`config.mk`:
```
export PLATFORM = sky130hd
export DESIGN_NAME = wst_watchdog_stabilizer_timer
export DESIGN_NICKNAME = d
export VERILOG_FILES = /design/src/wst_pkg.sv /design/src/wst_watchdog_stabilizer_timer.sv
export SDC_FILE = /design/constraint.sdc
export NUM_CORES = 1
export LEC_CHECK = 0
export BUFFER_PORTS_ARGS = -buffer_cell sky130_fd_sc_hd__buf_2
export CAP_MARGIN = 0
export CORE_MARGIN = 5
export CORE_UTILIZATION = 31
export CTS_BUF_LIST = sky130_fd_sc_hd__clkbuf_8 sky130_fd_sc_hd__clkbuf_16
export CTS_CLUSTER_DIAMETER = 200
export DETAILED_ROUTE_END_ITERATION = 7
export HOLD_SLACK_MARGIN = 0.05
export SYNTH_ARGS = -nofsm -noshare
export SYNTH_HDL_FRONTEND = slang
export SYNTH_SLANG_ARGS = --single-unit
```
`constraint.sdc`:
```
create_clock -name clock -period 5.05 [get_ports clock]
set_clock_uncertainty 0.15 [all_clocks]
set_input_delay 0.505 -clock clock [delete_from_list [all_inputs] [get_ports clock]]
set_output_delay 0.505 -clock clock [all_outputs]
set_load 0.01 [all_outputs]
```
`src/wst_pkg.sv`:
```
package wst_pkg;
	localparam int WST_AW = 12;
	localparam int WST_DW = 32;
	// register indices; byte address is four times the index
	localparam logic [7:0] WST_IDX_CTRL = 8'hDC;
	localparam logic [7:0] WST_IDX_CNT = 8'hDD;
	localparam logic [7:0] WST_IDX_STAT = 8'hDE;
	localparam logic [7:0] WST_IDX_MASK = 8'hDF;
	localparam logic [11:0] WST_ADDR_CTRL = {2'h0, WST_IDX_CTRL, 2'h0};
	localparam logic [11:0] WST_ADDR_CNT = {2'h0, WST_IDX_CNT, 2'h0};
	localparam logic [11:0] WST_ADDR_STAT = {2'h0, WST_IDX_STAT, 2'h0};
	localparam logic [11:0] WST_ADDR_MASK = {2'h0, WST_IDX_MASK, 2'h0};
	// control field layout
	localparam int WST_SIG_MSB = 7;
	localparam int WST_SIG_LSB = 4;
	localparam int WST_SEL_MSB = 3;
	localparam int WST_SEL_LSB = 2;
	localparam int WST_CNT_CLR_BIT = 1;
	localparam int WST_PRE_CLR_BIT = 0;
	localparam logic [3:0] WST_SIG_OFF = 4'hA;
	localparam logic [1:0] WST_SEL_4096 = 2'h0;
	localparam logic [1:0] WST_SEL_1024 = 2'h1;
	localparam logic [1:0] WST_SEL_128 = 2'h2;
	// divider ratios
	localparam int WST_DIV_4096 = 4096;
	localparam int WST_DIV_1024 = 1024;
	localparam int WST_DIV_128 = 128;
	localparam int WST_CNT_W = 8;
	// reset values
	localparam logic [7:0] WST_CTRL_RST = 8'h00;
	localparam logic [7:0] WST_CNT_RST = 8'h00;
	localparam logic [1:0] WST_IRQ_RST = 2'h0;
	// status bit positions
	localparam int WST_ST_OVF_BIT = 0;
	localparam int WST_ST_STAB_BIT = 1;
	localparam logic [1:0] WST_RESP_OKAY = 2'h0;
	localparam logic [1:0] WST_RESP_SLVERR = 2'h2;

	typedef struct packed {
		logic [3:0] signature;
		logic [1:0] clk_sel;
	} wst_ctrl_t;

	typedef struct packed {
		logic stab_done;
		logic overflow;
	} wst_irq_t;

	typedef enum logic [1:0] {
		WST_RUN = 2'b00,
		WST_STOP = 2'b01,
		WST_STAB = 2'b10
	} wst_state_t;
endpackage : wst_pkg

```
`src/wst_watchdog_stabilizer_timer.sv`:
```
`timescale 1ns/1ps
// Summary of operation
// - reset clears control, watchdog on, divide 4096
// - signature 1010 alone disables the watchdog
// - writing one to bit 1 clears counter
// - bit 0 clears both timer prescalers
// - clock select picks 4096, 1024 or 128
// - counter is read only to software
// - enabled overflow out of bit 7 resets
// - after reset or wakeup oscillator runs, counts
// - counter bit 7 set re-enables CPU clock
module wst_watchdog_stabilizer_timer
	import wst_pkg::*;
#(
	parameter int CNT_W = WST_CNT_W,
	parameter int DIV_SLOW = WST_DIV_4096,
	parameter int DIV_MID = WST_DIV_1024,
	parameter int DIV_FAST = WST_DIV_128
) (
	input wire logic clock,
	input wire logic rst,
	input wire logic [WST_AW-1:0] s_axi_awaddr,
	input wire logic s_axi_awvalid,
	output logic s_axi_awready,
	input wire logic [WST_DW-1:0] s_axi_wdata,
	input wire logic [3:0] s_axi_wstrb,
	input wire logic s_axi_wvalid,
	output logic s_axi_wready,
	output logic [1:0] s_axi_bresp,
	output logic s_axi_bvalid,
	input wire logic s_axi_bready,
	input wire logic [WST_AW-1:0] s_axi_araddr,
	input wire logic s_axi_arvalid,
	output logic s_axi_arready,
	output logic [WST_DW-1:0] s_axi_rdata,
	output logic [1:0] s_axi_rresp,
	output logic s_axi_rvalid,
	input wire logic s_axi_rready,
	input wire logic stop_request,
	input wire logic wake_interrupt,
	output logic wdt_reset_req,
	output logic cpu_clock_enable,
	output logic stabilized_pulse,
	output logic gp_prescaler_clear,
	output logic counter_overflow_pulse,
	output logic irq
);
	localparam int L_SLOW = $clog2(DIV_SLOW);
	localparam int L_MID = $clog2(DIV_MID);
	localparam int L_FAST = $clog2(DIV_FAST);

	wst_ctrl_t wdt_control_reg;
	logic [CNT_W-1:0] wdt_counter_reg;
	logic [L_SLOW-1:0] presc;
	wst_state_t state;
	wst_irq_t status;
	wst_irq_t mask;

	logic aw_held;
	logic w_held;
	logic [WST_AW-1:0] aw_addr;
	logic [WST_DW-1:0] w_data;
	logic [3:0] w_strb;
	logic wr_do;
	logic wr_lane;
	logic wr_ctrl;
	logic wr_stat;
	logic wr_mask;
	logic cnt_clr;
	logic pre_clr;
	logic count_tick;
	logic tap_slow;
	logic tap_mid;
	logic tap_fast;
	logic osc_run;
	logic cnt_full;
	logic wake_now;
	logic stab_hit;
	logic rd_was_ctrl;
	logic [WST_DW-1:0] next_rdata;
	logic [1:0] next_rresp;

	// write side of the bus slave
	assign s_axi_awready = !aw_held && !s_axi_bvalid;
	assign s_axi_wready = !w_held && !s_axi_bvalid;
	assign wr_do = aw_held && w_held && !s_axi_bvalid;
	assign wr_lane = wr_do && w_strb[0];
	assign wr_ctrl = wr_lane && (aw_addr == WST_ADDR_CTRL);
	assign wr_stat = wr_lane && (aw_addr == WST_ADDR_STAT);
	assign wr_mask = wr_lane && (aw_addr == WST_ADDR_MASK);
	// strobes act only in the write cycle and are never stored
	assign cnt_clr = wr_ctrl && w_data[WST_CNT_CLR_BIT];
	assign pre_clr = wr_ctrl && w_data[WST_PRE_CLR_BIT];

	always_ff @(posedge clock) begin
		if (rst) begin
			aw_held <= 1'b0;
			aw_addr <= '0;
		end else if (s_axi_awvalid && s_axi_awready) begin
			aw_held <= 1'b1;
			aw_addr <= s_axi_awaddr;
		end else if (wr_do) begin
			aw_held <= 1'b0;
		end
	end

	always_ff @(posedge clock) begin
		if (rst) begin
			w_held <= 1'b0;
			w_data <= '0;
			w_strb <= '0;
		end else if (s_axi_wvalid && s_axi_wready) begin
			w_held <= 1'b1;
			w_data <= s_axi_wdata;
			w_strb <= s_axi_wstrb;
		end else if (wr_do) begin
			w_held <= 1'b0;
		end
	end

	always_ff @(posedge clock) begin
		if (rst) begin
			s_axi_bvalid <= 1'b0;
			s_axi_bresp <= WST_RESP_OKAY;
		end else if (wr_do) begin
			s_axi_bvalid <= 1'b1;
			// the counter word is decoded but ignores writes
			case (aw_addr)
				WST_ADDR_CTRL, WST_ADDR_CNT, WST_ADDR_STAT, WST_ADDR_MASK: begin
					s_axi_bresp <= WST_RESP_OKAY;
				end
				default: begin
					s_axi_bresp <= WST_RESP_SLVERR;
				end
			endcase
		end else if (s_axi_bready) begin
			s_axi_bvalid <= 1'b0;
		end
	end

	// read side of the bus slave
	assign s_axi_arready = !s_axi_rvalid;

	always_comb begin
		next_rdata = '0;
		next_rresp = WST_RESP_OKAY;
		case (s_axi_araddr)
			WST_ADDR_CTRL: begin
				next_rdata[WST_SIG_MSB:WST_SEL_LSB] = wdt_control_reg;
			end
			WST_ADDR_CNT: begin
				next_rdata[CNT_W-1:0] = wdt_counter_reg;
			end
			WST_ADDR_STAT: begin
				next_rdata[1:0] = status;
			end
			WST_ADDR_MASK: begin
				next_rdata[1:0] = mask;
			end
			default: begin
				next_rresp = WST_RESP_SLVERR;
			end
		endcase
	end

	always_ff @(posedge clock) begin
		if (rst) begin
			s_axi_rvalid <= 1'b0;
			s_axi_rdata <= '0;
			s_axi_rresp <= WST_RESP_OKAY;
			rd_was_ctrl <= 1'b0;
		end else if (s_axi_arvalid && s_axi_arready) begin
			s_axi_rvalid <= 1'b1;
			s_axi_rdata <= next_rdata;
			s_axi_rresp <= next_rresp;
			rd_was_ctrl <= (s_axi_araddr == WST_ADDR_CTRL);
		end else if (s_axi_rready) begin
			s_axi_rvalid <= 1'b0;
		end
	end

	// control register
	always_ff @(posedge clock) begin
		if (rst) begin
			wdt_control_reg <= wst_ctrl_t'(WST_CTRL_RST[WST_SIG_MSB:WST_SEL_LSB]);
		end else if (wr_ctrl) begin
			wdt_control_reg <= wst_ctrl_t'(w_data[WST_SIG_MSB:WST_SEL_LSB]);
		end
	end

	// prescaler runs only while the oscillator is up
	assign osc_run = (state != WST_STOP);

	always_ff @(posedge clock) begin
		if (rst || pre_clr) begin
			presc <= '0;
		end else if (osc_run) begin
			presc <= presc + 1'b1;
		end
	end

	always_ff @(posedge clock) begin
		if (rst) begin
			gp_prescaler_clear <= 1'b0;
		end else begin
			gp_prescaler_clear <= pre_clr;
		end
	end

	// taps of the shared divider feed the counter clock mux
	assign tap_slow = &presc[L_SLOW-1:0];
	assign tap_mid = &presc[L_MID-1:0];
	assign tap_fast = &presc[L_FAST-1:0];

	always_comb begin
		count_tick = 1'b0;
		case (wdt_control_reg.clk_sel)
			WST_SEL_4096: begin
				count_tick = tap_slow;
			end
			WST_SEL_1024: begin
				count_tick = tap_mid;
			end
			WST_SEL_128: begin
				count_tick = tap_fast;
			end
			default: begin
				count_tick = tap_fast;
			end
		endcase
		count_tick = count_tick && osc_run && !pre_clr;
	end

	assign cnt_full = &wdt_counter_reg;
	assign wake_now = (state == WST_STOP) && wake_interrupt;

	// counter changes only by counting, clear strobe, wakeup and reset
	always_ff @(posedge clock) begin
		if (rst || cnt_clr || wake_now) begin
			wdt_counter_reg <= WST_CNT_RST[CNT_W-1:0];
		end else if (count_tick) begin
			wdt_counter_reg <= wdt_counter_reg + 1'b1;
		end
	end

	// overflow out of the top bit; clear in the same cycle cancels it
	always_ff @(posedge clock) begin
		if (rst) begin
			counter_overflow_pulse <= 1'b0;
		end else begin
			counter_overflow_pulse <= count_tick && cnt_full && !cnt_clr;
		end
	end

	always_ff @(posedge clock) begin
		if (rst) begin
			wdt_reset_req <= 1'b0;
		end else begin
			// any field value but the signature keeps the reset armed
			wdt_reset_req <= count_tick && cnt_full && !cnt_clr
				&& (wdt_control_reg.signature != WST_SIG_OFF);
		end
	end

	// stop and stabilization sequence; reset lands in stabilization
	assign stab_hit = (state == WST_STAB) && wdt_counter_reg[CNT_W-1];

	always_ff @(posedge clock) begin
		if (rst) begin
			state <= WST_STAB;
		end else begin
			case (state)
				WST_RUN: begin
					if (stop_request) begin
						state <= WST_STOP;
					end
				end
				WST_STOP: begin
					if (wake_interrupt) begin
						state <= WST_STAB;
					end
				end
				WST_STAB: begin
					if (wdt_counter_reg[CNT_W-1]) begin
						state <= WST_RUN;
					end
				end
				default: begin
					state <= WST_STAB;
				end
			endcase
		end
	end

	assign cpu_clock_enable = (state == WST_RUN);

	always_ff @(posedge clock) begin
		if (rst) begin
			stabilized_pulse <= 1'b0;
		end else begin
			stabilized_pulse <= stab_hit;
		end
	end

	// sticky status, write one to clear; a new event beats the clear
	always_ff @(posedge clock) begin
		if (rst) begin
			status <= wst_irq_t'(WST_IRQ_RST);
		end else begin
			status.overflow <= counter_overflow_pulse
				|| (status.overflow && !(wr_stat && w_data[WST_ST_OVF_BIT]));
			status.stab_done <= stabilized_pulse
				|| (status.stab_done && !(wr_stat && w_data[WST_ST_STAB_BIT]));
		end
	end

	always_ff @(posedge clock) begin
		if (rst) begin
			mask <= wst_irq_t'(WST_IRQ_RST);
		end else if (wr_mask) begin
			mask <= wst_irq_t'(w_data[1:0]);
		end
	end

	assign irq = |(status & mask);

	AST_RESET_CTRL: assert property (@(posedge clock)
		rst |=> (wdt_control_reg == '0) && (wdt_counter_reg == '0))
		else $error("control or counter not cleared by reset");

	AST_SIG_DISABLE: assert property (@(posedge clock) disable iff (rst)
		(count_tick && cnt_full && !cnt_clr && wdt_control_reg.signature == WST_SIG_OFF)
		|=> !wdt_reset_req)
		else $error("reset raised with watchdog disabled");

	AST_CNT_CLEAR: assert property (@(posedge clock) disable iff (rst)
		cnt_clr |=> (wdt_counter_reg == '0) && !counter_overflow_pulse)
		else $error("counter clear strobe had no effect");

	AST_PRE_CLEAR: assert property (@(posedge clock) disable iff (rst)
		pre_clr |=> (presc == '0) && gp_prescaler_clear ##1 !gp_prescaler_clear)
		else $error("prescaler clear missing or not one-shot");

	AST_TAP_SEL: assert property (@(posedge clock) disable iff (rst)
		(wdt_control_reg.clk_sel == WST_SEL_4096) && !(&presc) && !cnt_clr && !wake_now
		|=> $stable(wdt_counter_reg))
		else $error("slow divider selected but counter ticked off its tap");

	AST_CNT_READONLY: assert property (@(posedge clock) disable iff (rst)
		(wr_do && aw_addr == WST_ADDR_CNT && !count_tick && !wake_now)
		|=> $stable(wdt_counter_reg))
		else $error("software write altered the counter");

	AST_OVF_RESET: assert property (@(posedge clock) disable iff (rst)
		(count_tick && cnt_full && !cnt_clr && wdt_control_reg.signature != WST_SIG_OFF)
		|=> wdt_reset_req && counter_overflow_pulse && (wdt_counter_reg == '0))
		else $error("enabled overflow did not request reset");

	AST_WAKE_START: assert property (@(posedge clock) disable iff (rst)
		wake_now |=> (state == WST_STAB) && (wdt_counter_reg == '0) && !cpu_clock_enable)
		else $error("wakeup did not start stabilization");

	AST_STAB_DONE: assert property (@(posedge clock) disable iff (rst)
		stab_hit |=> cpu_clock_enable && stabilized_pulse)
		else $error("cpu clock not released after bit 7 set");

	AST_STROBE_READ: assert property (@(posedge clock) disable iff (rst)
		s_axi_rvalid && rd_was_ctrl |-> (s_axi_rdata[1:0] == 2'h0))
		else $error("clear strobes read back nonzero");
endmodule : wst_watchdog_stabilizer_timer

```
## Yosys cells after proc, flatten, opt, wreduce, memory -nomap -nowiden

Index checks and enable logic that the tools add are counted.

- Input bits: 69
- Output and inout bits: 47
- Register bits: 73

- Bitwise gates (word level): 1
- Reduce and logical (&&, ||, !) cells: 51
- Add/subtract/negate cells: 2
- Multiplexer cells: 16
- Eq/ne operators: 16

Operators with widths:

| operator | count |
|---|---|
| $eq 12x10->1 const B | 8 |
| $logic_and 1x1->1 | 24 |
| $add 12x1->12 const B | 1 |
| $pmux 2 s3 | 2 |
| $pmux 6 s2 | 1 |
| $reduce_and 12->1 | 1 |
| $mux 2 | 5 |
| $reduce_and 10->1 | 1 |
| $add 8x1->8 const B | 1 |
| $logic_not 1->1 | 8 |
| $reduce_and 8->1 | 1 |
| $reduce_bool 2->1 | 4 |
| $reduce_or 4->1 | 2 |
| $mux 1 | 7 |
| $reduce_and 7->1 | 1 |
| $ne 2x2->1 const B | 3 |
| $logic_or 1x1->1 | 5 |
| $eq 2x1->1 const B | 2 |
| $logic_not 2->1 | 2 |
| $ne 4x4->1 const B | 1 |
| $reduce_and 3->1 | 1 |
| $and 2x2->2 | 1 |
| $eq 2x2->1 const B | 1 |
| $ne 2x1->1 const B | 1 |
| other kinds (2) | 2 |

## Depth between registers and ports, before layout

- Depth after elaboration: 10
- Gate-level depth with buffers: 7
- Gate-level depth less buffers: 6

## Worst setup path before layout

No wires, ideal clock.

- Path kind: register -> register
- Start: register aw_addr[0]
- End: register wdt_counter_reg[4]
- Path buffers: 2
- Data arrival time: 1915 ps
- Clock period less this slack: 2180 ps
- Required time: 4785 ps
- Cell stages (with the launch flop): 8
- Path slack: 2870 ps
- Cells stage by stage: dfxtp_1 or4_4 or4_1 buf_2 o211ai_4 buf_6 nor3_1 o21ba_1

- Longest elaborated chain between the ends: 5
- Elaborated cells between the ends (all ways): 8
- Classes of those cells: eq/ne (1); reduce/logical (7)

Ends and longest elaborated chain:

| item | RTL line | source |
|---|---|---|
| start: declaration | wst_watchdog_stabilizer_timer.sv:61 | `logic [WST_AW-1:0] aw_addr;` |
| start signal: assignment | wst_watchdog_stabilizer_timer.sv:101 | `aw_addr <= s_axi_awaddr;` |
| $eq 12x10->1 * | wst_watchdog_stabilizer_timer.sv:88 | `assign wr_ctrl = wr_lane && (aw_addr == WST_ADDR_CTRL);` |
| $logic_and 1x1->1 * | wst_watchdog_stabilizer_timer.sv:88 |  |
| $logic_and 1x1->1 (on tied branches) | wst_watchdog_stabilizer_timer.sv:93, wst_watchdog_stabilizer_timer.sv:92 |  |
| $logic_not 1->1 / $logic_or 1x1->1 (equally long branches) | wst_watchdog_stabilizer_timer.sv:231, wst_watchdog_stabilizer_timer.sv:239 |  |
| $logic_and 1x1->1 / $logic_or 1x1->1 (equally long branches) | wst_watchdog_stabilizer_timer.sv:231, wst_watchdog_stabilizer_timer.sv:239 |  |
| end signal: assignment | wst_watchdog_stabilizer_timer.sv:240 | `wdt_counter_reg <= WST_CNT_RST[CNT_W-1:0];` |
| end signal: assignment | wst_watchdog_stabilizer_timer.sv:242 | `wdt_counter_reg <= wdt_counter_reg + 1'b1;` |
| end: declaration | wst_watchdog_stabilizer_timer.sv:53 | `logic [CNT_W-1:0] wdt_counter_reg;` |

Every way passes the cells marked *; elsewhere a longest branch is shown, timed or not.
A chain may end at the register's enable or synchronous reset.

## Worst setup path in the final report

- Start: register aw_addr[0]
- End: register presc[11]

- Longest elaborated chain between the ends: 4

Ends and longest elaborated chain:

| item | RTL line | source |
|---|---|---|
| $eq 12x10->1 | wst_watchdog_stabilizer_timer.sv:88 |  |
| $logic_and 1x1->1 | wst_watchdog_stabilizer_timer.sv:88 |  |
| $logic_and 1x1->1 | wst_watchdog_stabilizer_timer.sv:93 | `assign pre_clr = wr_ctrl && w_data[WST_PRE_CLR_BIT];` |
| $logic_or 1x1->1 | wst_watchdog_stabilizer_timer.sv:195 | `if (rst \|\| pre_clr) begin` |
| end signal: assignment | wst_watchdog_stabilizer_timer.sv:198 | `presc <= presc + 1'b1;` |
| end: declaration | wst_watchdog_stabilizer_timer.sv:54 | `logic [L_SLOW-1:0] presc;` |

No other way between the ends.

==> metrics.md <==
| Metric | Value |
|---|---|
| Sequential share of power | 52.8% |
| Max frequency | 408 MHz |
| Synth top area share | 45.3% |
| CP Cell Sequence | or4_4 -> nor4_2 -> nand2_1 -> nand2b_1 -> nor2_1 |
| Final #Nets | 507 |
| GRT Total Usage | 11.6% |
| Clk buf depth | 2 |
| Hold Buf Count CTS | 0 |
| CTS tree | done |
| Vias per Instance | 4.62 |
| Placed inst area | 3450 um2 |
| First-pass GRT wire length | 11.8 mm |
| Tmin final | 2.45 ns |
| Fill cells | 1086 |
| Die X | 111 um |
| Arr. time, crit path | 2.51 ns |
| Clock-pin slew on the worst setup and hold paths | 0.07 ns |
| CP Max Fanout | 12 |
| Most frequent cell after synthesis | nand2_1 |
| Critical path data required time | 5.11 ns |
| Ports | 116 |
| Synth-to-layout area growth | 16.0% |
| Hold Crit Class | input port to flop |
| Starting Density | 31.9% |
| Post-CTS Setup Bufs | 0 |
| Synth Register Bits | 71 |
| Worst hold endpoint | s_axi_rvalid |
| Leakage | 1.48 nW |
| Flop-to-flop setup slack | 2.60 ns |
| Switching Power | 0.000274 W |
| Min Hold Slack | 0.193 ns |
| Critical path's slowest cell | nor4_2 |
| # clock sinks | 71 |
| Number of flops mapped to enable cells by yosys | 0 |
| Syn_area_per_cell | 8.31 um2 |
| Synth Instances | 377 |
| PortBufs | 62 |
| Largest net degree at the start of global routing | 53 |
| TritonCTS Buffers | 9 |
| Placed Cells | 558 |
| Worst setup EP type | flop |
| Routed via count | 2643 |
| Yosys cell types | 48 |
| Initial antenna violation count | 0 |
| Sequential area share after synthesis | 45.3% |
| WHS Path Cells | 2 |
| Yosys warning total | 0 |
| Top_reg_cell synth | dfxtp_1 |
| # diodes | 0 |
| Rel. slew slack | 37.1% |
| VDD IR max | 127 uV |
| Footprint of the multi-input gates | 1520 um2 |
| Root buffer cell | clkbuf_8 |
| Reg-to-Reg Start | aw_addr[0] |
| Final ANT Viol Nets | 0 |
| Vias in the first global route | 2544 |
| Worst hold start | s_axi_rready |
| Final wirelength | 7.10 mm |
| # Max-Cap Violations | 0 |
| Synth Cell Area | 3130 um2 |
| Initial DRC count | 75 |
| Htree depth | 3 |
| R2r worst-path depth | 5 |
| Largest regs | aw_addr (12), presc (12) |
| Die height | 111 um |
| Area leader, netlist | dfxtp_1 |
| Fin area | 3640 um2 |
| PD cells | 310 nW/um2 |
| CP max stage delay | 0.56 ns |
| Net Sw Frac | 24.3% |
| Share of cells above drive strength 1 | 18.7% |
| Worst-skew pair later-pin latency | 0.34 ns |
| Register area | 1420 um2 |
| Synth area leaders | dfxtp_1, nand2_1, a21oi_1, buf_4, nor2_1 |
| Dpl hpwl | 5.33 mm |
| Full die area | 12200 um2 |
| Unrepaired setup endpoints after global routing | no |
| Clock share of power | 38.3% |
| Area of the core | 9820 um2 |
| Final hold vios | 0 |
| Final Setup Violations | 0 |
| Crit share post-route | 48.5% |
| Synth cell count leaders | nand2_1, dfxtp_1, a21oi_1, nor2_1, buf_4 |
| # DRC | 0 |
| PostCTS Resize Cnt | 0 |
| Placer Congestion | 0.790 |
| Slew Viols, Final | 0 |
| Setup CP Type | flop to flop |
| Status | finished, final reports clean |
| Worst slew pin tran | 0.944 ns |
| Async set or reset register ratio after synthesis | 0% |
| Total gr overflow | 0 |
| Reg2Reg Capture Point | presc[11] |
| Drt pass-1 iters | 4 |
| Wire per inst | 12.4 um |
| Fin cells | 572 |
| Row Count | 36 |
| Startpoint Class | flop |
| Internal | 0.000853 W |
| Gate power share | 8.9% |
| Setup_tns | 0 ns |
-- worst max-delay path, delay by kind of cell (launching register included) --
family	cells	cell delay (ns)
flops	1	0.33
simple gates	5	1.84
-- stage by stage --
| step | worst slack [ns] | util [%] | power, W |
|---|---|---|---|
| 4_1_cts | 2.59 | 37.0 | 0.00114 |
| 2_1_floorplan | 2.87 | - | 0.000685 |
| 6_report | 2.60 | 37.0 | 0.00113 |
| 5_1_grt | 2.43 | 37.0 | 0.00118 |
| 3_3_place_gp | 2.68 | 35.1 | 0.000706 |
| 3_5_place_dp | 2.61 | 35.1 | 0.000709 |
-- metal layers --
layer  GRT usage, %  part of all wire [%]
met1           14.6                    46
met2           18.4                    47
met3           4.87                   6.7
met4           2.87                  0.80
met5              0                     0
-- logic make-up (layout without fill, tap and decap cells) --
group	Yosys count	count (layout)	share of synthesized area [%]
multiplexers	6	6	2.00
AO/OA/AOI/OAI	66	66	13.2
flip-flops	71	71	45.3
other	1	26	0.120
adder cells (fa/ha/maj)	2	2	0.798
XOR/XNOR	12	12	3.35
buffers and inverters	49	86	9.30
AND/OR/NAND/NOR	170	170	25.9
-- power by group through the flow --
stage | registers [W] | logic [W] | clock network (W)
3_3_place_gp | 0.000608 | 0.0000984 | 0
4_1_cts | 0.000595 | 0.000101 | 0.000447
6_report | 0.000596 | 0.000100 | 0.000431
5_1_grt | 0.000598 | 0.000114 | 0.000471
3_5_place_dp | 0.000608 | 0.000101 | 0
2_1_floorplan | 0.000607 | 0.0000782 | 0
-- final cells by class --
class	instances	area share, %
multi-input combinational	282	41.7
tap	133	4.58
clock buffer	10	3.79
sequential	71	39.1
clock inverter	4	1.31
inverter	10	1.03
timing repair buffer	62	8.53
-- cell usage in the layout, fill, tap and decap left out, drive strengths merged, types with 4 or more instances in the layout --
cell    instances
a21oi          39
a221oi          6
buf            62
clkbuf         10
conb           26
dfxtp          71
inv            10
mux2i           4
nand2          75
nand3           9
nand4           4
nor2           37
nor2b           5
nor3           11
nor4            5
o21ai           6
or3             4
xnor2           4
xor2            8
-- worst max path at each step --
stage                               endpoint  slack (ns)        from
after floorplan           wdt_counter_reg[4]        2.87  aw_addr[0]
after global placement             presc[11]        2.68  aw_addr[0]
after detailed placement           presc[11]        2.61  aw_addr[0]
after CTS                          presc[11]        2.59  aw_addr[0]
after global routing                presc[0]        2.43  aw_addr[0]
final                              presc[11]        2.60  aw_addr[0]
Note: power is estimated with default switching activity, not from simulation.
